$ cat config.mk
export PLATFORM = sky130hd
export DESIGN_NAME = mlgdf_bank
export DESIGN_NICKNAME = d
export VERILOG_FILES = /design/src/design/mlgdf_pkg.sv /design/src/design/mlgdf_bank.sv /design/src/design/mlgdf_gain_reg.sv /design/src/design/mlgdf_sync2.sv
export SDC_FILE = /design/constraint.sdc
export NUM_CORES = 1
export LEC_CHECK = 0
export ABC_AREA = 0
export BUFFER_PORTS_ARGS = -buffer_cell sky130_fd_sc_hd__buf_2
export CAP_MARGIN = 40
export CORE_MARGIN = 2
export CORE_UTILIZATION = 40
export CTS_CLUSTER_DIAMETER = 60
export DETAILED_ROUTE_END_ITERATION = 8
export GPL_TIMING_DRIVEN = 0
export SLEW_MARGIN = 20
export SYNTH_ARGS = -nofsm -noshare
export SYNTH_HDL_FRONTEND = slang
export SYNTH_SLANG_ARGS = --single-unit
$ cat constraint.sdc
create_clock -name sys_clk_i -period 2.19 [get_ports sys_clk_i]
set_clock_uncertainty 0.05 [all_clocks]
set_input_delay 0.219 -clock sys_clk_i [delete_from_list [all_inputs] [get_ports sys_clk_i]]
set_output_delay 0.219 -clock sys_clk_i [all_outputs]
set_load 0.02 [all_outputs]
$ cat src/design/mlgdf_pkg.sv
// package: register map, reset values and carrier types of the motor loop gain bank
`default_nettype none
package mlgdf_pkg;
   localparam int unsigned GAIN_COUNT = 6;
   // gain slots inside the bank
   localparam int unsigned GI_POS_P = 0;
   localparam int unsigned GI_TQ_I_CL = 1;
   localparam int unsigned GI_TQ_P_OL = 2;
   localparam int unsigned GI_TQ_I_OL = 3;
   localparam int unsigned GI_VFF = 4;
   localparam int unsigned GI_AFF = 5;
   // word indices, byte address is four times the index
   localparam logic [5:0] IDX_GAIN_COUNT = 6'h00;
   localparam logic [5:0] IDX_POS_P = 6'h01;
   localparam logic [5:0] IDX_TQ_I_CL = 6'h08;
   localparam logic [5:0] IDX_TQ_P_OL = 6'h09;
   localparam logic [5:0] IDX_TQ_I_OL = 6'h0A;
   localparam logic [5:0] IDX_VFF = 6'h0B;
   localparam logic [5:0] IDX_AFF = 6'h0C;
   localparam logic [5:0] IDX_FLAG_COUNT = 6'h10;
   localparam logic [5:0] IDX_FLAG_RSVD = 6'h11;
   localparam logic [5:0] IDX_FIELD_INV = 6'h12;
   localparam logic [5:0] IDX_KEEP_GAINS = 6'h13;
   localparam logic [5:0] IDX_CONTROL = 6'h20;
   localparam logic [5:0] IDX_STATUS = 6'h21;
   localparam logic [5:0] GAIN_IDX [GAIN_COUNT] = '{6'h01, 6'h08, 6'h09, 6'h0A, 6'h0B, 6'h0C};
   // reset values
   localparam logic [31:0] GAIN_RESET [GAIN_COUNT] =
      '{32'h0000_0800, 32'h0000_2EE0, 32'h0003_A980, 32'h0000_AFC8, 32'h0000_03E8, 32'h0000_0000};
   localparam logic [31:0] VFF_UNITY = 32'h0000_03E8;
   localparam logic [7:0] GAIN_ENTRY_COUNT = 8'h0C;
   localparam logic [7:0] FLAG_ENTRY_COUNT = 8'h03;
   localparam logic [7:0] FLAG_RESET = 8'h00;
   // signed byte codes of the field direction override
   localparam logic [7:0] FIELD_DEFAULT = 8'h00;
   localparam logic [7:0] FIELD_FORCE_POS = 8'h01;
   localparam logic [7:0] FIELD_FORCE_NEG = 8'hFF;
   localparam logic [7:0] KEEP_GAINS = 8'h01;
   // built-in sets loaded by auto setup; feed-forward slots are loaded with their reset values
   localparam logic [31:0] STEPPER_SET [GAIN_COUNT] =
      '{32'h0000_0800, 32'h0000_2EE0, 32'h0003_A980, 32'h0000_AFC8, 32'h0000_03E8, 32'h0000_0000};
   localparam logic [31:0] BLDC_SET [GAIN_COUNT] =
      '{32'h0000_1000, 32'h0000_1770, 32'h0003_A980, 32'h0000_AFC8, 32'h0000_03E8, 32'h0000_0000};
   // control and status bits
   localparam int unsigned CTL_RESTART = 0;
   localparam int unsigned CTL_SETUP = 1;
   localparam int unsigned ST_NEEDED = 0;
   localparam int unsigned ST_BUSY = 1;
   localparam int unsigned ST_BLDC = 2;
   localparam int unsigned ST_FORCED = 3;
   localparam int unsigned ST_INVERTED = 4;

   typedef struct packed {
      logic forced;
      logic inverted;
   } mlgdf_field_dir_type;

   typedef struct packed {
      logic [31:0] pos_p;
      logic [31:0] tq_i_cl;
      logic [31:0] tq_p_ol;
      logic [31:0] tq_i_ol;
      logic [31:0] vff_permille;
      logic [31:0] aff;
   } mlgdf_gains_type;

   typedef enum logic [2:0] {
      SETUP_IDLE = 3'b001,
      SETUP_LOAD = 3'b010,
      SETUP_DONE = 3'b100
   } mlgdf_setup_state_type;
endpackage : mlgdf_pkg
`default_nettype wire

$ cat src/design/mlgdf_bank.sv
// motor loop gain and drive flag bank with APB slave and auto setup sequencer
//
// Operation
// - the speed feed-forward entry counts tenths of a percent and resets to 1000, a factor of one.
// - the acceleration feed-forward entry resets to zero and zero keeps that feed-forward off.
// - a nonzero acceleration feed-forward acts while decelerating as well as accelerating.
// - a new field inversion value acts only after a restart, after which auto setup must run again.
// - the field inversion byte is signed: 0 default, 1 forced positive, -1 forced negative.
// - with keep-gains at zero, auto setup detects stepper or brushless and loads the matching built-in set.
// - with keep-gains at one, auto setup uses the host gains and leaves them untouched.
// - the open loop torque current gains reset to 0003A980 and 0000AFC8.
// - the closed loop torque current integral gain resets to 00002EE0 and is host read-write.
// - the closed loop position proportional gain resets to 00000800 and is host read-write.
//
// Added by the designer: the APB slave port and the register offsets.
`default_nettype none
module mlgdf_bank
(
   input wire logic sys_clk_i,
   input wire logic reset_i,
   input wire logic psel_i,
   input wire logic penable_i,
   input wire logic pwrite_i,
   input wire logic [7:0] paddr_i,
   input wire logic [31:0] pwdata_i,
   output logic [31:0] prdata_o,
   output logic pready_o,
   output logic pslverr_o,
   input wire logic motor_is_bldc_i,
   input wire logic accelerating_i,
   input wire logic decelerating_i,
   output mlgdf_pkg::mlgdf_gains_type gains_o,
   output mlgdf_pkg::mlgdf_field_dir_type field_dir_o,
   output logic accel_ff_active_o,
   output logic setup_busy_o,
   output logic setup_needed_o
);
   logic [31:0] gain_q [mlgdf_pkg::GAIN_COUNT];
   logic [7:0] field_inv_q;
   logic [7:0] keep_gains_q;
   logic [7:0] rsvd_flag_q;
   mlgdf_pkg::mlgdf_setup_state_type state_q;
   logic bldc_sync;
   logic bldc_q;

   // APB decode
   wire logic access_w = psel_i && penable_i && !pready_o;
   wire logic commit_w = psel_i && penable_i && pready_o;
   wire logic [5:0] idx_w = paddr_i[7:2];
   wire logic wr_commit_w = commit_w && pwrite_i && !pslverr_o;
   wire logic hit_gain_count_w = idx_w == mlgdf_pkg::IDX_GAIN_COUNT;
   wire logic hit_pos_p_w = idx_w == mlgdf_pkg::IDX_POS_P;
   wire logic hit_gain_hi_w = idx_w >= mlgdf_pkg::IDX_TQ_I_CL && idx_w <= mlgdf_pkg::IDX_AFF;
   wire logic hit_flags_w = idx_w >= mlgdf_pkg::IDX_FLAG_COUNT && idx_w <= mlgdf_pkg::IDX_KEEP_GAINS;
   wire logic hit_ctl_w = idx_w == mlgdf_pkg::IDX_CONTROL;
   wire logic hit_st_w = idx_w == mlgdf_pkg::IDX_STATUS;
   wire logic mapped_w = hit_gain_count_w || hit_pos_p_w || hit_gain_hi_w || hit_flags_w || hit_ctl_w || hit_st_w;
   wire logic restart_w = wr_commit_w && hit_ctl_w && pwdata_i[mlgdf_pkg::CTL_RESTART];
   wire logic setup_go_w = wr_commit_w && hit_ctl_w && pwdata_i[mlgdf_pkg::CTL_SETUP]
      && state_q == mlgdf_pkg::SETUP_IDLE;
   wire logic load_w = state_q == mlgdf_pkg::SETUP_LOAD && keep_gains_q != mlgdf_pkg::KEEP_GAINS;

   mlgdf_sync2 u_bldc_sync
   (
      .sys_clk_i(sys_clk_i),
      .reset_i(reset_i),
      .async_i(motor_is_bldc_i),
      .sync_o(bldc_sync)
   );

   for (genvar g = 0; g < mlgdf_pkg::GAIN_COUNT; g++)
   begin : g_gain
      mlgdf_gain_reg #(.RESET_VALUE(mlgdf_pkg::GAIN_RESET[g])) u_gain
      (
         .sys_clk_i(sys_clk_i),
         .reset_i(reset_i),
         .wr_en_i(wr_commit_w && idx_w == mlgdf_pkg::GAIN_IDX[g]),
         .wr_data_i(pwdata_i),
         .ld_en_i(load_w),
         .ld_data_i(bldc_q ? mlgdf_pkg::BLDC_SET[g] : mlgdf_pkg::STEPPER_SET[g]),
         .value_o(gain_q[g])
      );
   end

   assign gains_o.pos_p = gain_q[mlgdf_pkg::GI_POS_P];
   assign gains_o.tq_i_cl = gain_q[mlgdf_pkg::GI_TQ_I_CL];
   assign gains_o.tq_p_ol = gain_q[mlgdf_pkg::GI_TQ_P_OL];
   assign gains_o.tq_i_ol = gain_q[mlgdf_pkg::GI_TQ_I_OL];
   assign gains_o.vff_permille = gain_q[mlgdf_pkg::GI_VFF];
   assign gains_o.aff = gain_q[mlgdf_pkg::GI_AFF];

   // read data selection
   logic [31:0] gain_rd_w;
   always_comb
   begin
      gain_rd_w = 32'h0000_0000;
      for (int i = 0; i < mlgdf_pkg::GAIN_COUNT; i++)
      begin
         if (idx_w == mlgdf_pkg::GAIN_IDX[i])
            gain_rd_w = gain_q[i];
      end
   end

   wire logic [31:0] status_w = {27'h0, field_dir_o.inverted, field_dir_o.forced, bldc_q,
      setup_busy_o, setup_needed_o};
   wire logic [31:0] rd_data_w =
      hit_gain_count_w ? {24'h0, mlgdf_pkg::GAIN_ENTRY_COUNT} :
      (hit_pos_p_w || hit_gain_hi_w) ? gain_rd_w :
      idx_w == mlgdf_pkg::IDX_FLAG_COUNT ? {24'h0, mlgdf_pkg::FLAG_ENTRY_COUNT} :
      idx_w == mlgdf_pkg::IDX_FLAG_RSVD ? {24'h0, rsvd_flag_q} :
      idx_w == mlgdf_pkg::IDX_FIELD_INV ? {24'h0, field_inv_q} :
      idx_w == mlgdf_pkg::IDX_KEEP_GAINS ? {24'h0, keep_gains_q} :
      hit_st_w ? status_w : 32'h0000_0000;

   // one wait state: pready rises at the edge ending the first access cycle, commit at the edge ending the second
   always_ff @(posedge sys_clk_i)
   begin
      if (reset_i)
      begin
         pready_o <= 1'b0;
         pslverr_o <= 1'b0;
         prdata_o <= 32'h0000_0000;
      end
      else
      begin
         pready_o <= access_w;
         pslverr_o <= access_w && !mapped_w;
         prdata_o <= (access_w && !pwrite_i) ? rd_data_w : 32'h0000_0000;
      end
   end

   // drive flag bytes; count entries have no storage so writes fall away
   always_ff @(posedge sys_clk_i)
   begin
      if (reset_i)
      begin
         rsvd_flag_q <= mlgdf_pkg::FLAG_RESET;
         field_inv_q <= mlgdf_pkg::FLAG_RESET;
         keep_gains_q <= mlgdf_pkg::FLAG_RESET;
      end
      else if (wr_commit_w)
      begin
         if (idx_w == mlgdf_pkg::IDX_FLAG_RSVD)
            rsvd_flag_q <= pwdata_i[7:0];
         else if (idx_w == mlgdf_pkg::IDX_FIELD_INV)
            field_inv_q <= pwdata_i[7:0];
         else if (idx_w == mlgdf_pkg::IDX_KEEP_GAINS)
            keep_gains_q <= pwdata_i[7:0];
      end
   end

   // field direction follows the stored byte only at a controller restart
   wire logic dir_forced_w = field_inv_q == mlgdf_pkg::FIELD_FORCE_POS
      || field_inv_q == mlgdf_pkg::FIELD_FORCE_NEG;
   wire logic dir_inverted_w = field_inv_q == mlgdf_pkg::FIELD_FORCE_NEG;
   always_ff @(posedge sys_clk_i)
   begin
      if (reset_i)
      begin
         field_dir_o <= '0;
         setup_needed_o <= 1'b0;
      end
      else
      begin
         if (restart_w)
         begin
            field_dir_o.forced <= dir_forced_w;
            field_dir_o.inverted <= dir_inverted_w;
         end
         // a restart in the finishing cycle still demands a fresh setup
         if (restart_w)
            setup_needed_o <= 1'b1;
         else if (state_q == mlgdf_pkg::SETUP_DONE)
            setup_needed_o <= 1'b0;
      end
   end

   // auto setup: sample motor type, then load a built-in set or keep host gains
   always_ff @(posedge sys_clk_i)
   begin
      if (reset_i)
      begin
         state_q <= mlgdf_pkg::SETUP_IDLE;
         bldc_q <= 1'b0;
         setup_busy_o <= 1'b0;
      end
      else
      begin
         case (state_q)
            mlgdf_pkg::SETUP_IDLE:
               if (setup_go_w)
               begin
                  state_q <= mlgdf_pkg::SETUP_LOAD;
                  bldc_q <= bldc_sync;
                  setup_busy_o <= 1'b1;
               end
            mlgdf_pkg::SETUP_LOAD:
               state_q <= mlgdf_pkg::SETUP_DONE;
            mlgdf_pkg::SETUP_DONE:
            begin
               state_q <= mlgdf_pkg::SETUP_IDLE;
               setup_busy_o <= 1'b0;
            end
            default:
               state_q <= mlgdf_pkg::SETUP_IDLE;
         endcase
      end
   end

   // feed-forward acts in both directions of speed change, never at zero
   always_ff @(posedge sys_clk_i)
   begin
      if (reset_i)
         accel_ff_active_o <= 1'b0;
      else
         accel_ff_active_o <= gain_q[mlgdf_pkg::GI_AFF] != 32'h0000_0000
            && (accelerating_i || decelerating_i);
   end
endmodule : mlgdf_bank
`default_nettype wire

$ cat src/design/mlgdf_gain_reg.sv
// one 32-bit gain entry, host write or auto setup load
`default_nettype none
module mlgdf_gain_reg
#(
   parameter logic [31:0] RESET_VALUE = 32'h0000_0000
)
(
   input wire logic sys_clk_i,
   input wire logic reset_i,
   input wire logic wr_en_i,
   input wire logic [31:0] wr_data_i,
   input wire logic ld_en_i,
   input wire logic [31:0] ld_data_i,
   output logic [31:0] value_o
);
   // auto setup load wins over a host write in the same cycle
   always_ff @(posedge sys_clk_i)
   begin
      if (reset_i)
         value_o <= RESET_VALUE;
      else if (ld_en_i)
         value_o <= ld_data_i;
      else if (wr_en_i)
         value_o <= wr_data_i;
   end
endmodule : mlgdf_gain_reg
`default_nettype wire

$ cat src/design/mlgdf_sync2.sv
// two-stage synchroniser for one level from a pin
`default_nettype none
module mlgdf_sync2
(
   input wire logic sys_clk_i,
   input wire logic reset_i,
   input wire logic async_i,
   output logic sync_o
);
   logic meta_q;

   always_ff @(posedge sys_clk_i)
   begin
      if (reset_i)
      begin
         meta_q <= 1'b0;
         sync_o <= 1'b0;
      end
      else
      begin
         meta_q <= async_i;
         sync_o <= meta_q;
      end
   end
endmodule : mlgdf_sync2
`default_nettype wire

-- Word level (Yosys, flattened, before mapping)
Index checks and enable logic that the tools add are counted.
- equal/unequal tests: 19
- magnitude comparators: 4
- bitwise operators: 3
- reduce and logical (&&, ||, !) cells: 47
- muxes and demuxes: 25
- operators with widths (cell ; number):
    32-bit two-way mux ; 11
    8-bit two-way mux ; 4
    32-bit nonzero test ; 1
    6-bit by 4-bit == test with 1-bit output, second input constant ; 5
    6-bit by 5-bit == test with 1-bit output, second input constant ; 4
    1-bit logical AND ; 21
    14-bit two-way mux ; 1
    13-bit two-way mux ; 1
    6-bit == test, second input constant ; 2
    8-bit by 1-bit == test with 1-bit output, second input constant ; 1
    8-bit == test, second input constant ; 1
    1-bit logical OR ; 8
    8-bit by 1-bit != test with 1-bit output, second input constant ; 1
    2-bit nonzero test ; 4
    6-bit by 1-bit == test with 1-bit output, second input constant ; 1
    6-bit by 4-bit greater-or-equal comparator with 1-bit output, second input constant ; 1
    6-bit by 5-bit greater-or-equal comparator with 1-bit output, second input constant ; 1
    6-bit by 4-bit less-or-equal comparator with 1-bit output, second input constant ; 1
    6-bit by 5-bit less-or-equal comparator with 1-bit output, second input constant ; 1
    6-bit zero test ; 1
    3-bit case mux with 2 select lines ; 1
    2-bit AND reduction ; 3
    5-bit two-way mux ; 1
    1-bit zero test ; 4
    13 further kinds ; 18
- register bits after elaboration: 261
- input port bits: 48

-- Logic depth before layout (Yosys ltp)
Gate-level depths: netlist of run 1.
- word-level depth: 9
- gate-level depth with buffers: 9

-- By module
Synthesis of run 1 repeated with hierarchy kept, for this count alone.
- cells, all modules: 1367
- area total of the unflattened synthesis: 13730.7 µm²
- by module, submodules not included (module ; cells each ; instances ; area each (µm²)):
    mlgdf_bank ; 505 ; 1 ; 4275.4
    mlgdf_gain_reg (g_gain[1].u_gain ...) ; 143 ; 2 ; 1530.2
    mlgdf_gain_reg (g_gain[0].u_gain) ; 144 ; 1 ; 1672.9
    mlgdf_gain_reg (g_gain[3].u_gain) ; 143 ; 1 ; 1619.1
    mlgdf_gain_reg (g_gain[4].u_gain) ; 143 ; 1 ; 1540.2
    mlgdf_gain_reg (g_gain[5].u_gain) ; 142 ; 1 ; 1510.2
    mlgdf_sync2 ; 4 ; 1 ; 52.6

-- Worst setup path after synthesis of run 1
OpenSTA, ideal clock, no wires.
- kind: input -> register
- start: input port paddr_i[6]
- end: register g_gain[3].u_gain.value_o[9]
- arrival: 1.684 ns
- cell stages on the path: 8
- path slack: 0.319 ns
- buffers on the path: 3
- data required time: 2.003 ns
- cell sequence: buf_2 or4b_1 buf_4 nor3_4 nand2_2 buf_2 nand2_1 nand3_1
- word-level cells in the longest chain between the ends: 2
- ends and longest elaborated chain (what ; RTL line ; RTL):
    from (decl) ; mlgdf_bank.sv:24 ; input wire logic [7:0] paddr_i,
    6-bit by 4-bit == test with 1-bit output ; mlgdf_bank.sv:77 ; .wr_en_i(wr_commit_w && idx_w == mlgdf_pkg::GAIN_IDX[g]),
    1-bit logical AND ; mlgdf_bank.sv:77 ;
    to (signal assigned) ; mlgdf_gain_reg.sv:22 ; value_o <= ld_data_i;
    to (signal assigned) ; mlgdf_gain_reg.sv:24 ; value_o <= wr_data_i;
    to (decl) ; mlgdf_gain_reg.sv:14 ; output logic [31:0] value_o
Every way passes these cells.
A chain may end at the register's enable or synchronous reset.

-- Worst setup path in the final report of run 1
- start: input port paddr_i[6]
- end: register prdata_o[0]
- word-level cells in the longest chain between the ends: 8
- ends and longest elaborated chain (what ; RTL line ; RTL):
    6-bit by 1-bit == test with 1-bit output ; mlgdf_bank.sv:52, mlgdf_bank.sv:99 ;
    32-bit two-way mux (6 in series) ; mlgdf_bank.sv:99 ; if (idx_w == mlgdf_pkg::GAIN_IDX[i])
    32-bit two-way mux ; mlgdf_bank.sv:108 ; (hit_pos_p_w || hit_gain_hi_w) ? gain_rd_w :
    to (signal assigned) ; mlgdf_bank.sv:128 ; prdata_o <= (access_w && !pwrite_i) ? rd_data_w : 32'h0000_0000;
    to (decl) ; mlgdf_bank.sv:26 ; output logic [31:0] prdata_o,
Several ways; a longest one is shown, not always the timed one.

==> flow_summary.toml, run 1 <==
[sta]
hold_slack_ps = 65.99
post-route-period-util_pct = 95.85
fmax_mhz = 476.4
maxSlewHeadroom_pct = 39.86
worst_slew_pin_slew_ps = 902.1
setup_viol = 0
min_period_ps = 2099
setup_tns_ps = 0
setup_ws_ps = 90.82
hold_violations = 0
drv_slew = 0

[job]
drv_cap = 0

[routing]
num_vias = 11750
routed_via_density = 5.585
drc = 0
drtIter0Drc = 1190
antenna_left = 0
wl_per_cell_um = 22.50
wirelength_um = 47310
firstDrtPassIters = 5

[layout]
stdcell_count = 2103
final_cell_mix = "nand2_1 (360), buf_2 (307), dfxtp_1 (261)"
syn_to_final_growth_pct = 28.93
final_common_cell = "nand2_1"
layout-drive-gt1-share_pct = 25.51
fin_nets = 1753
n_fill_cell = 2703
fin_util_pct = 51.97
diodes = 0

[placement]
io_buffers = 267
dp_hpwl_um = 34310
dp_worst_setup_slack_ps = -447.3
dp_cells = 2021
gp_congestion = 0.9089

[floorplanning]
num_rows = 61
dieArea_um2 = 29190
core_area_um2 = 27630
dieHeight_um = 170.9
die_w_um = 170.9
num_io_pins = 279
initial_core_util_pct = 40.31

[clock_network]
clk_path_buf_depth = 3
cts_tree = "yes"
insertion_delay_ps = 540
cts_buffers = 29
post-cts-setup-buffers = 0
root_buffer = "clkbuf_16"
h-tree-depth = 1
clkTransAtPathRegs_ps = 60
cts_sinks = 261

[synthesis]
synth_area_leaders = "dfxtp_1 (47%), nand2_1 (12%), a21oi_1 (7.5%), mux2i_1 (4.8%), nor2_1 (3.9%)"
synth-edff-count = 0
synth.net_count = 1422
synthArstFlopShare_pct = 0
synth_cell_types = 57
ys.flop_type = "dfxtp_1"
yosys_warnings = 0
synth.largest_area_cell = "dfxtp_1"
ys_seq_elements = 261
syn_inst = 1374
synthesis.area_um2 = 11140
yosysSeqAreaShare_pct = 46.92
synth_top_cell_area_share_pct = 46.92
syn_avg_cell_area_um2 = 8.105

[grt]
grt_pass1_wl_um = 67820
gr-total-overflow = 0
antenna_found_initial = 1
grt_max_degree = 14
grt_util_all_layers_pct = 31.27
grt_pass1_vias = 10720

[setup_path]
critPathMaxStageDelay_ps = 530
criticalPathCategory = "input port to flip-flop"
critPathCaptureType = "flip-flop"
cp.arrival_ps = 2450
crit_chain = "buf_2 > buf_2 > or4b_1 > buf_4 > nor2_4 > buf_2 > a2bb2oi_1 > a211oi_1 > nor3_1"
required_ps = 2540
start_kind = "input port"
cp_common_cell = "buf_2"
slowest_stage = "or4b_1"
critPathMaxFanout = 10

[min_path]
hold_class = "input port to flip-flop"

[outcome]
status = "finished clean"

[pwr]
vdd_ir_drop_max_uv = 474.3
p_leak_nw = 5.880
p_per_area_nw_per_um2 = 715.6
[cell families (layout without fill, tap and decap cells)]
group                  count (synthesis)  after routing  synth area share (%)
and+or+nand+nor                      617            617                 24.48
muxes                                 73             73                 6.786
buffers and inverters                116            467                 4.719
DFF                                  261            261                 46.92
AOI/OAI and AO/OA                    307            307                 17.10
[through the flow]
stage | area, um^2 | power (mW)
after floorplan | 11140 | 5.082
final | 14360 | 10.27
after detailed placement | 12970 | 5.311
after global routing | 14360 | 10.50
after CTS | 14290 | 10.27
after global placement | 12950 | 5.312
[synth_stat cells, types with 17 or more instances]
master / number
mux2i_1: 53
nand2_1: 360
o21ai_0: 34
dfxtp_1: 261
buf_2: 48
nor2_1: 116
nand3_1: 35
a211oi_1: 17
mux2_2: 20
clkbuf_1: 58
a21oi_1: 167
a211o_1: 24
[path summary, 6_finish.rpt]
path / startpoint / endpoint / slack (ps) / cells past startpoint
worst max-delay path: paddr_i[6] / prdata_o[0] / 90 / 9
worst min-delay path: pwdata_i[0] / field_dir_o[0] / 70 / 4
worst max register to register: pready_o / g_gain[4].u_gain.value_o[16] / 100 / 7
worst min register to register: u_bldc_sync.meta_q / u_bldc_sync.sync_o / 390 / 1
[sequential cells by signal, indices dropped and copies added (netlist names)]
name                   cells
prdata_o                  32
field_dir_o                2
rsvd_flag_q                8
state_q                    3
u_bldc_sync.meta_q         1
setup_needed_o             1
pready_o                   1
setup_busy_o               1
g_gain.u_gain.value_o    192
accel_ff_active_o          1
pslverr_o                  1
bldc_q                     1
keep_gains_q               8
field_inv_q                8
u_bldc_sync.sync_o         1
[report_power, final]
group	internal [mW]	total [mW]	switching [mW]	leakage [nW]
combinational	0.157	0.519	0.362	3.30
sequential	4.75	4.75	0.00345	2.10
clock	2.97	5.00	2.03	0.478
[worst max-delay path, delay by kind of cell]
kind	cells	cell delay, ps
buffers and inverters	4	810
AND/OR/NAND/NOR	3	790
AO/OA/AOI/OAI	2	630
[final cells by class]
cell class	count	area, um^2	share of cell area (%)
Buffer	114	575.6	4.008
Clock buffer	38	819.5	5.708
Clock inverter	13	148.9	1.037
Inverter	1	3.754	0.02614
Multi-Input combinational cell	997	5435	37.85
Sequential cell	261	5225	36.39
Tap cell	378	473.0	3.294
Timing Repair Buffer	301	1678	11.69
[layer usage]
layer | GRT usage [%] | vias up | wire length [um]
li1 | - | 5365 | -
met5 | 0 | - | 17
met3 | 7.634 | 112 | 5317
met4 | 12.05 | 2 | 1632
met2 | 48.14 | 680 | 20690
met1 | 42.30 | 5587 | 19660
[repair_timing]
action | 4_1_cts | 5_1_grt
endpoints found under the setup margin | 230 | 152
hold buffers | 31 | 0
gates cloned | 0 | 0
endpoints found under the hold margin | 146 | 0
resized for setup | 22 | 27
Power figures use the tool's default switching activity.
==> inputs of run 2 (changes only) <==
==> constraint.sdc (replaced) <==
create_clock -name sys_clk_i -period 2.19 [get_ports sys_clk_i]
set_clock_uncertainty 0.05 [all_clocks]
set_input_delay 0 -clock sys_clk_i [delete_from_list [all_inputs] [get_ports sys_clk_i]]
set_output_delay 0 -clock sys_clk_i [all_outputs]
set_load 0.02 [all_outputs]
==> run 2 against run 1 <==
Effect of this change: cell area increased by 0.78%; sequential cell count unchanged; worst setup slack worse by 2.7 ps; die area stayed put; sequential power barely moved; critical path depth is 3 lower; power is essentially flat; critical endpoint is now g_gain[3].u_gain.value_o[2]; clock power barely moved; register-to-register slack about the same; largest cell class unchanged; global-route usage up 0.089 points; clock-buffer cell count is the same; fmax down 0.13%.
==> flow_summary.toml, run 2 (synthesized netlist as in run 1, its figures left out) <==
[routing]
wl_per_cell_um = 22.46
antenna_left = 0
num_vias = 11760
wirelength_um = 47490
firstDrtPassIters = 5
drtIter0Drc = 1240
drc = 0
routed_via_density = 5.563

[clock_network]
root_buffer = "clkbuf_16"
cts_tree = "yes"
clkTransAtPathRegs_ps = 60
insertion_delay_ps = 540
clk_path_buf_depth = 3
cts_sinks = 261
h-tree-depth = 1
cts_buffers = 29

[floorplanning]
dieArea_um2 = 29190
core_area_um2 = 27630
num_io_pins = 279
num_rows = 61
dieHeight_um = 170.9
initial_core_util_pct = 40.31
die_w_um = 170.9

[sta]
maxSlewHeadroom_pct = 39.10
hold_slack_ps = 35.22
worst_slew_pin_slew_ps = 913.5
drv_slew = 0
post-route-period-util_pct = 95.97
fmax_mhz = 475.8
setup_viol = 0
hold_violations = 0
min_period_ps = 2102

[setup_path]
r2r-end = "g_gain[3].u_gain.value_o[2]"
reg2reg_from = "pready_o"
regToRegSetupSlack_ps = 90
critPathMaxFanout = 10
critPathCaptureType = "flip-flop"
cp.arrival_ps = 2520
start_kind = "flip-flop"
reg2reg_depth = 6
required_ps = 2610
criticalPathCategory = "flip-flop to flip-flop"

[layout]
top_regs = "g_gain.u_gain.value_o (192), prdata_o (32)"
n_fill_cell = 2697
layout-drive-gt1-share_pct = 25.35
regArea_um2 = 5225
fin_util_pct = 52.38
final_cell_mix = "nand2_1 (360), buf_2 (306), dfxtp_1 (261)"
stdcell_count = 2114
top_register = "g_gain.u_gain.value_o"
multi_input_area_um2 = 5435
diodes = 0
syn_to_final_growth_pct = 29.94
largest_reg_flops = 192
fin_nets = 1764
final_common_cell = "nand2_1"

[placement]
io_buffers = 267
gp_congestion = 0.9089
dp_cells = 2021
dp_hpwl_um = 34310

[grt]
gr-total-overflow = 0
grt_util_all_layers_pct = 31.36
grt_pass1_wl_um = 68050
grt_pass1_vias = 10770
grt_max_degree = 14
antenna_found_initial = 1

[pwr]
p_per_area_nw_per_um2 = 709.9
p_comb_share_pct = 5.2
p_int_mw = 7.889
vdd_ir_drop_max_uv = 475.6
clockPowerShare_pct = 48.5
p_switching_mw = 2.384
p_sw_share_pct = 23.21
power_frac_seq_pct = 46.3
p_leak_nw = 5.926

[min_path]
hold_class = "input port to flip-flop"
whs_path_depth = 4
holdPathEnd = "pslverr_o"
hp-start = "paddr_i[7]"

[job]
drv_cap = 0

[outcome]
status = "finished clean"
## run 2: cell types whose count changed in the layout (fill, tap and decap cells not counted), sizes merged
cell,previous run,this run
buf,323,322
dlygate4sd3,31,42
clkbuf,99,100
## run 2: worst max-delay path by stage
stage / from / end / slack [ps] / depth (start not counted)
after floorplan: state_q[1] / g_gain[1].u_gain.value_o[0] / 330 / 7
after global placement: pready_o / g_gain[1].u_gain.value_o[5] / -330 / 7
after detailed placement: pready_o / g_gain[1].u_gain.value_o[10] / -420 / 7
after CTS: state_q[1] / g_gain[0].u_gain.value_o[4] / 20 / 6
after global routing: pready_o / g_gain[4].u_gain.value_o[2] / -2 / 7
final: pready_o / g_gain[3].u_gain.value_o[2] / 90 / 6
## run 2: power groups by stage
stage	clock network [mW]	logic [mW]	registers, mW
after floorplan	0	0.220	4.86
after global routing	5.20	0.556	4.75
after CTS	5.02	0.518	4.75
after global placement	0	0.452	4.86
after detailed placement	0	0.451	4.86
final	4.98	0.534	4.75
## run 2: final cells by class
class                   instances  share of cell area, %
multi-input cells             997                  37.56
flip-flops and latches        261                  36.11
repair buffers                312                  12.36
clock buffers                  38                  5.663
plain buffers                 114                  3.994
well taps                     378                  3.268
clock inverters                13                  1.029
inverters                       1                0.02594
## run 2: routing by layer
layer  GRT usage [%]  routed length [um]  vias to the layer above
met2           48.28               20680                      660
met3           7.634                5141                      105
met1           42.42               20020                     5607
met4           12.12                1634                        2
met5               0                  17                        -
li1                -                   -                     5387
## run 2: critical path, stage by stage, from the launching register on
cell      delay (ps)
dfxtp_1          420
nand4_1          180
or2_2            420
nor3_4           330
clkbuf_4         360
nand2_1           90
a21oi_1          160
## run 2: timing repair
action,in CTS,in global routing
hold endpoints to repair,201,0
gates resized for setup,22,28
setup endpoints to repair,230,150
hold buffers,42,0
cloned,0,0
setup buffers,0,0
## run 2: through the flow
stage / cell area (um^2) / TNS [ps] / total power [mW] / setup slack (ps)
after global placement: 12950 / -29410 / 5.312 / -328.9
after floorplan: 11140 / 0 / 5.082 / 325.9
after CTS: 14400 / 0 / 10.29 / 16.58
after detailed placement: 12970 / -36330 / 5.311 / -421.6
after global routing: 14470 / -2.313 / 10.51 / -2.313
final: 14470 / 0 / 10.27 / 88.15
==> inputs of run 3 (changes only) <==
Settings changed: CORE_ASPECT_RATIO from default to 1.5.
==> run 3 against run 2 <==
Effect of this change: power down 3.8%; cell count down 2.1%; critical endpoint is now prdata_o[19]; clock power down 7.6%; largest cell class unchanged.
==> flow_summary.toml, run 3 (synthesized netlist as in run 1, its figures left out) <==
[pwr]
power_frac_seq_pct = 48.1
p_int_mw = 7.557
p_leak_nw = 5.877
vdd_ir_drop_max_uv = 593.3
p_comb_share_pct = 5.3
p_sw_share_pct = 23.55
p_switching_mw = 2.328
clockPowerShare_pct = 46.6
p_per_area_nw_per_um2 = 691.1

[setup_path]
slowest_stage = "dlygate4sd3_1"
critPathCaptureType = "flip-flop"
critPathMaxStageDelay_ps = 520
reg2reg_depth = 7
critPathMaxFanout = 10
required_ps = 2580
r2r-end = "g_gain[1].u_gain.value_o[11]"
cp_common_cell = "buf_2"
critPathLaunch = "paddr_i[5]"
regToRegSetupSlack_ps = 80
criticalPathCategory = "input port to flip-flop"
crit_chain = "dlygate4sd3_1 > buf_2 > nand4bb_1 > nor3_1 > buf_2 > buf_2 > a21oi_1 > a211oi_1"
crit_path_end = "prdata_o[19]"
cp.arrival_ps = 2570
reg2reg_from = "pready_o"
start_kind = "input port"

[sta]
min_period_ps = 2174
drv_slew = 0
setup_viol = 0
fmax_mhz = 459.9
hold_violations = 0
worst_slew_pin_slew_ps = 837.0
setup_ws_ps = 15.61
setup_tns_ps = 0
post-route-period-util_pct = 99.29
maxSlewHeadroom_pct = 43.74
grt_setup_unrepaired = "yes"

[routing]
routed_via_density = 5.630
firstDrtPassIters = 8
drtIter0Drc = 917
antenna_left = 0
num_vias = 11650
drc = 0
wl_per_cell_um = 23.23
wirelength_um = 48060

[layout]
diodes = 0
regArea_um2 = 5225
syn_to_final_growth_pct = 28.42
n_fill_cell = 2657
final_common_cell = "nand2_1"
fin_util_pct = 52.36
stdcell_count = 2069
final_cell_mix = "nand2_1 (360), buf_2 (303), dfxtp_1 (261)"
fin_area_um2 = 14300
largest_reg_flops = 192
multi_input_area_um2 = 5419
fin_nets = 1761
top_register = "g_gain.u_gain.value_o"
top_regs = "g_gain.u_gain.value_o (192), prdata_o (32)"
layout-drive-gt1-share_pct = 25.48

[clock_network]
cts_tree = "yes"
clk_path_buf_depth = 3
cts_buffers = 27
clkTransAtPathRegs_ps = 60
insertion_delay_ps = 550
root_buffer = "clkbuf_16"
cts_sinks = 261
h-tree-depth = 1

[floorplanning]
num_io_pins = 279
dieHeight_um = 208.4
num_rows = 74
core_area_um2 = 27310
initial_core_util_pct = 40.77
die_w_um = 140.2
dieArea_um2 = 29220

[placement]
gp_congestion = 0.9216
dp_worst_setup_slack_ps = -587.8
placed_cell_area_um2 = 12920
io_buffers = 267
dp_cells = 1984
dp_hpwl_um = 35520

[job]
drv_cap = 0

[grt]
grt_pass1_vias = 11330
grt_max_degree = 14
grt_pass1_wl_um = 70680
antenna_found_initial = 0
gr-total-overflow = 0
grt_util_all_layers_pct = 31.96

[min_path]
hold_class = "input port to flip-flop"

[outcome]
status = "finished clean"
-- run 3: changes by cell type in the layout (fill, tap and decap cells not counted), sizes merged --
cell	before	now
buf	322	325
bufinv	3	2
clkbuf	100	93
clkdlybuf4s18	0	1
clkinv	8	5
clkinvlp	2	1
dlygate4sd3	42	40
inv	1	2
-- run 3: layout make-up --
type,instances,share of cell area (%)
multi-input combinational,997,37.89
sequential,261,36.53
timing repair buffer,311,12.37
clock buffer,34,5.258
buffer,114,4.225
tap,342,2.992
clock inverter,9,0.7086
inverter,1,0.02624
-- run 3: timing repair --
action                     in CTS  in global routing
setup buffers                   0                  3
hold endpoints to repair      191                  0
setup endpoints to repair     177                212
pin swaps                       0                  1
hold buffers                   40                  0
resized for setup              29                 38
gates cloned                    0                  0
-- run 3: how the worst min path moves through the flow --
| stage | slack, ps | endpoint | cells past startpoint | startpoint |
|---|---|---|---|---|
| finish | 10 | g_gain[2].u_gain.value_o[1] | 3 | pwdata_i[1] |
| global route | 40 | g_gain[3].u_gain.value_o[1] | 3 | pwdata_i[1] |
| CTS | 1 | prdata_o[0] | 5 | pwrite_i |
| detailed placement | 180 | u_bldc_sync.meta_q | 2 | motor_is_bldc_i |
| global placement | 180 | u_bldc_sync.meta_q | 2 | motor_is_bldc_i |
| floorplan | 30 | pready_o | 1 | reset_i |
-- run 3: routing by layer --
metal	wire length, um	share of wire [%]	GRT usage (%)
met3	3688	7.7	5.247
met1	17500	36	36.40
met5	0	0	0
met2	23640	49	55.70
met4	3234	6.7	19.30
-- run 3: stage by stage --
stage               power [mW]  hold slack (ps)
finish                   9.885            13.16
global route             10.12            38.87
CTS                      9.890            1.124
detailed placement       5.310            175.0
global placement         5.307            180.3
floorplan                5.082            34.39
-- run 3: power groups by stage --
stage          clock, mW  sequential, mW  combinational [mW]
2_1_floorplan          0            4.86               0.220
3_3_place_gp           0            4.86               0.447
4_1_cts             4.62            4.75               0.516
5_1_grt             4.82            4.75               0.556
6_report            4.60            4.75               0.528
3_5_place_dp           0            4.86               0.451
-- run 3: critical path: cells and delay by family --
family	cells	cell delay (ps)
buf+inv	4	1530
simple gates	2	640
compound gates	2	380
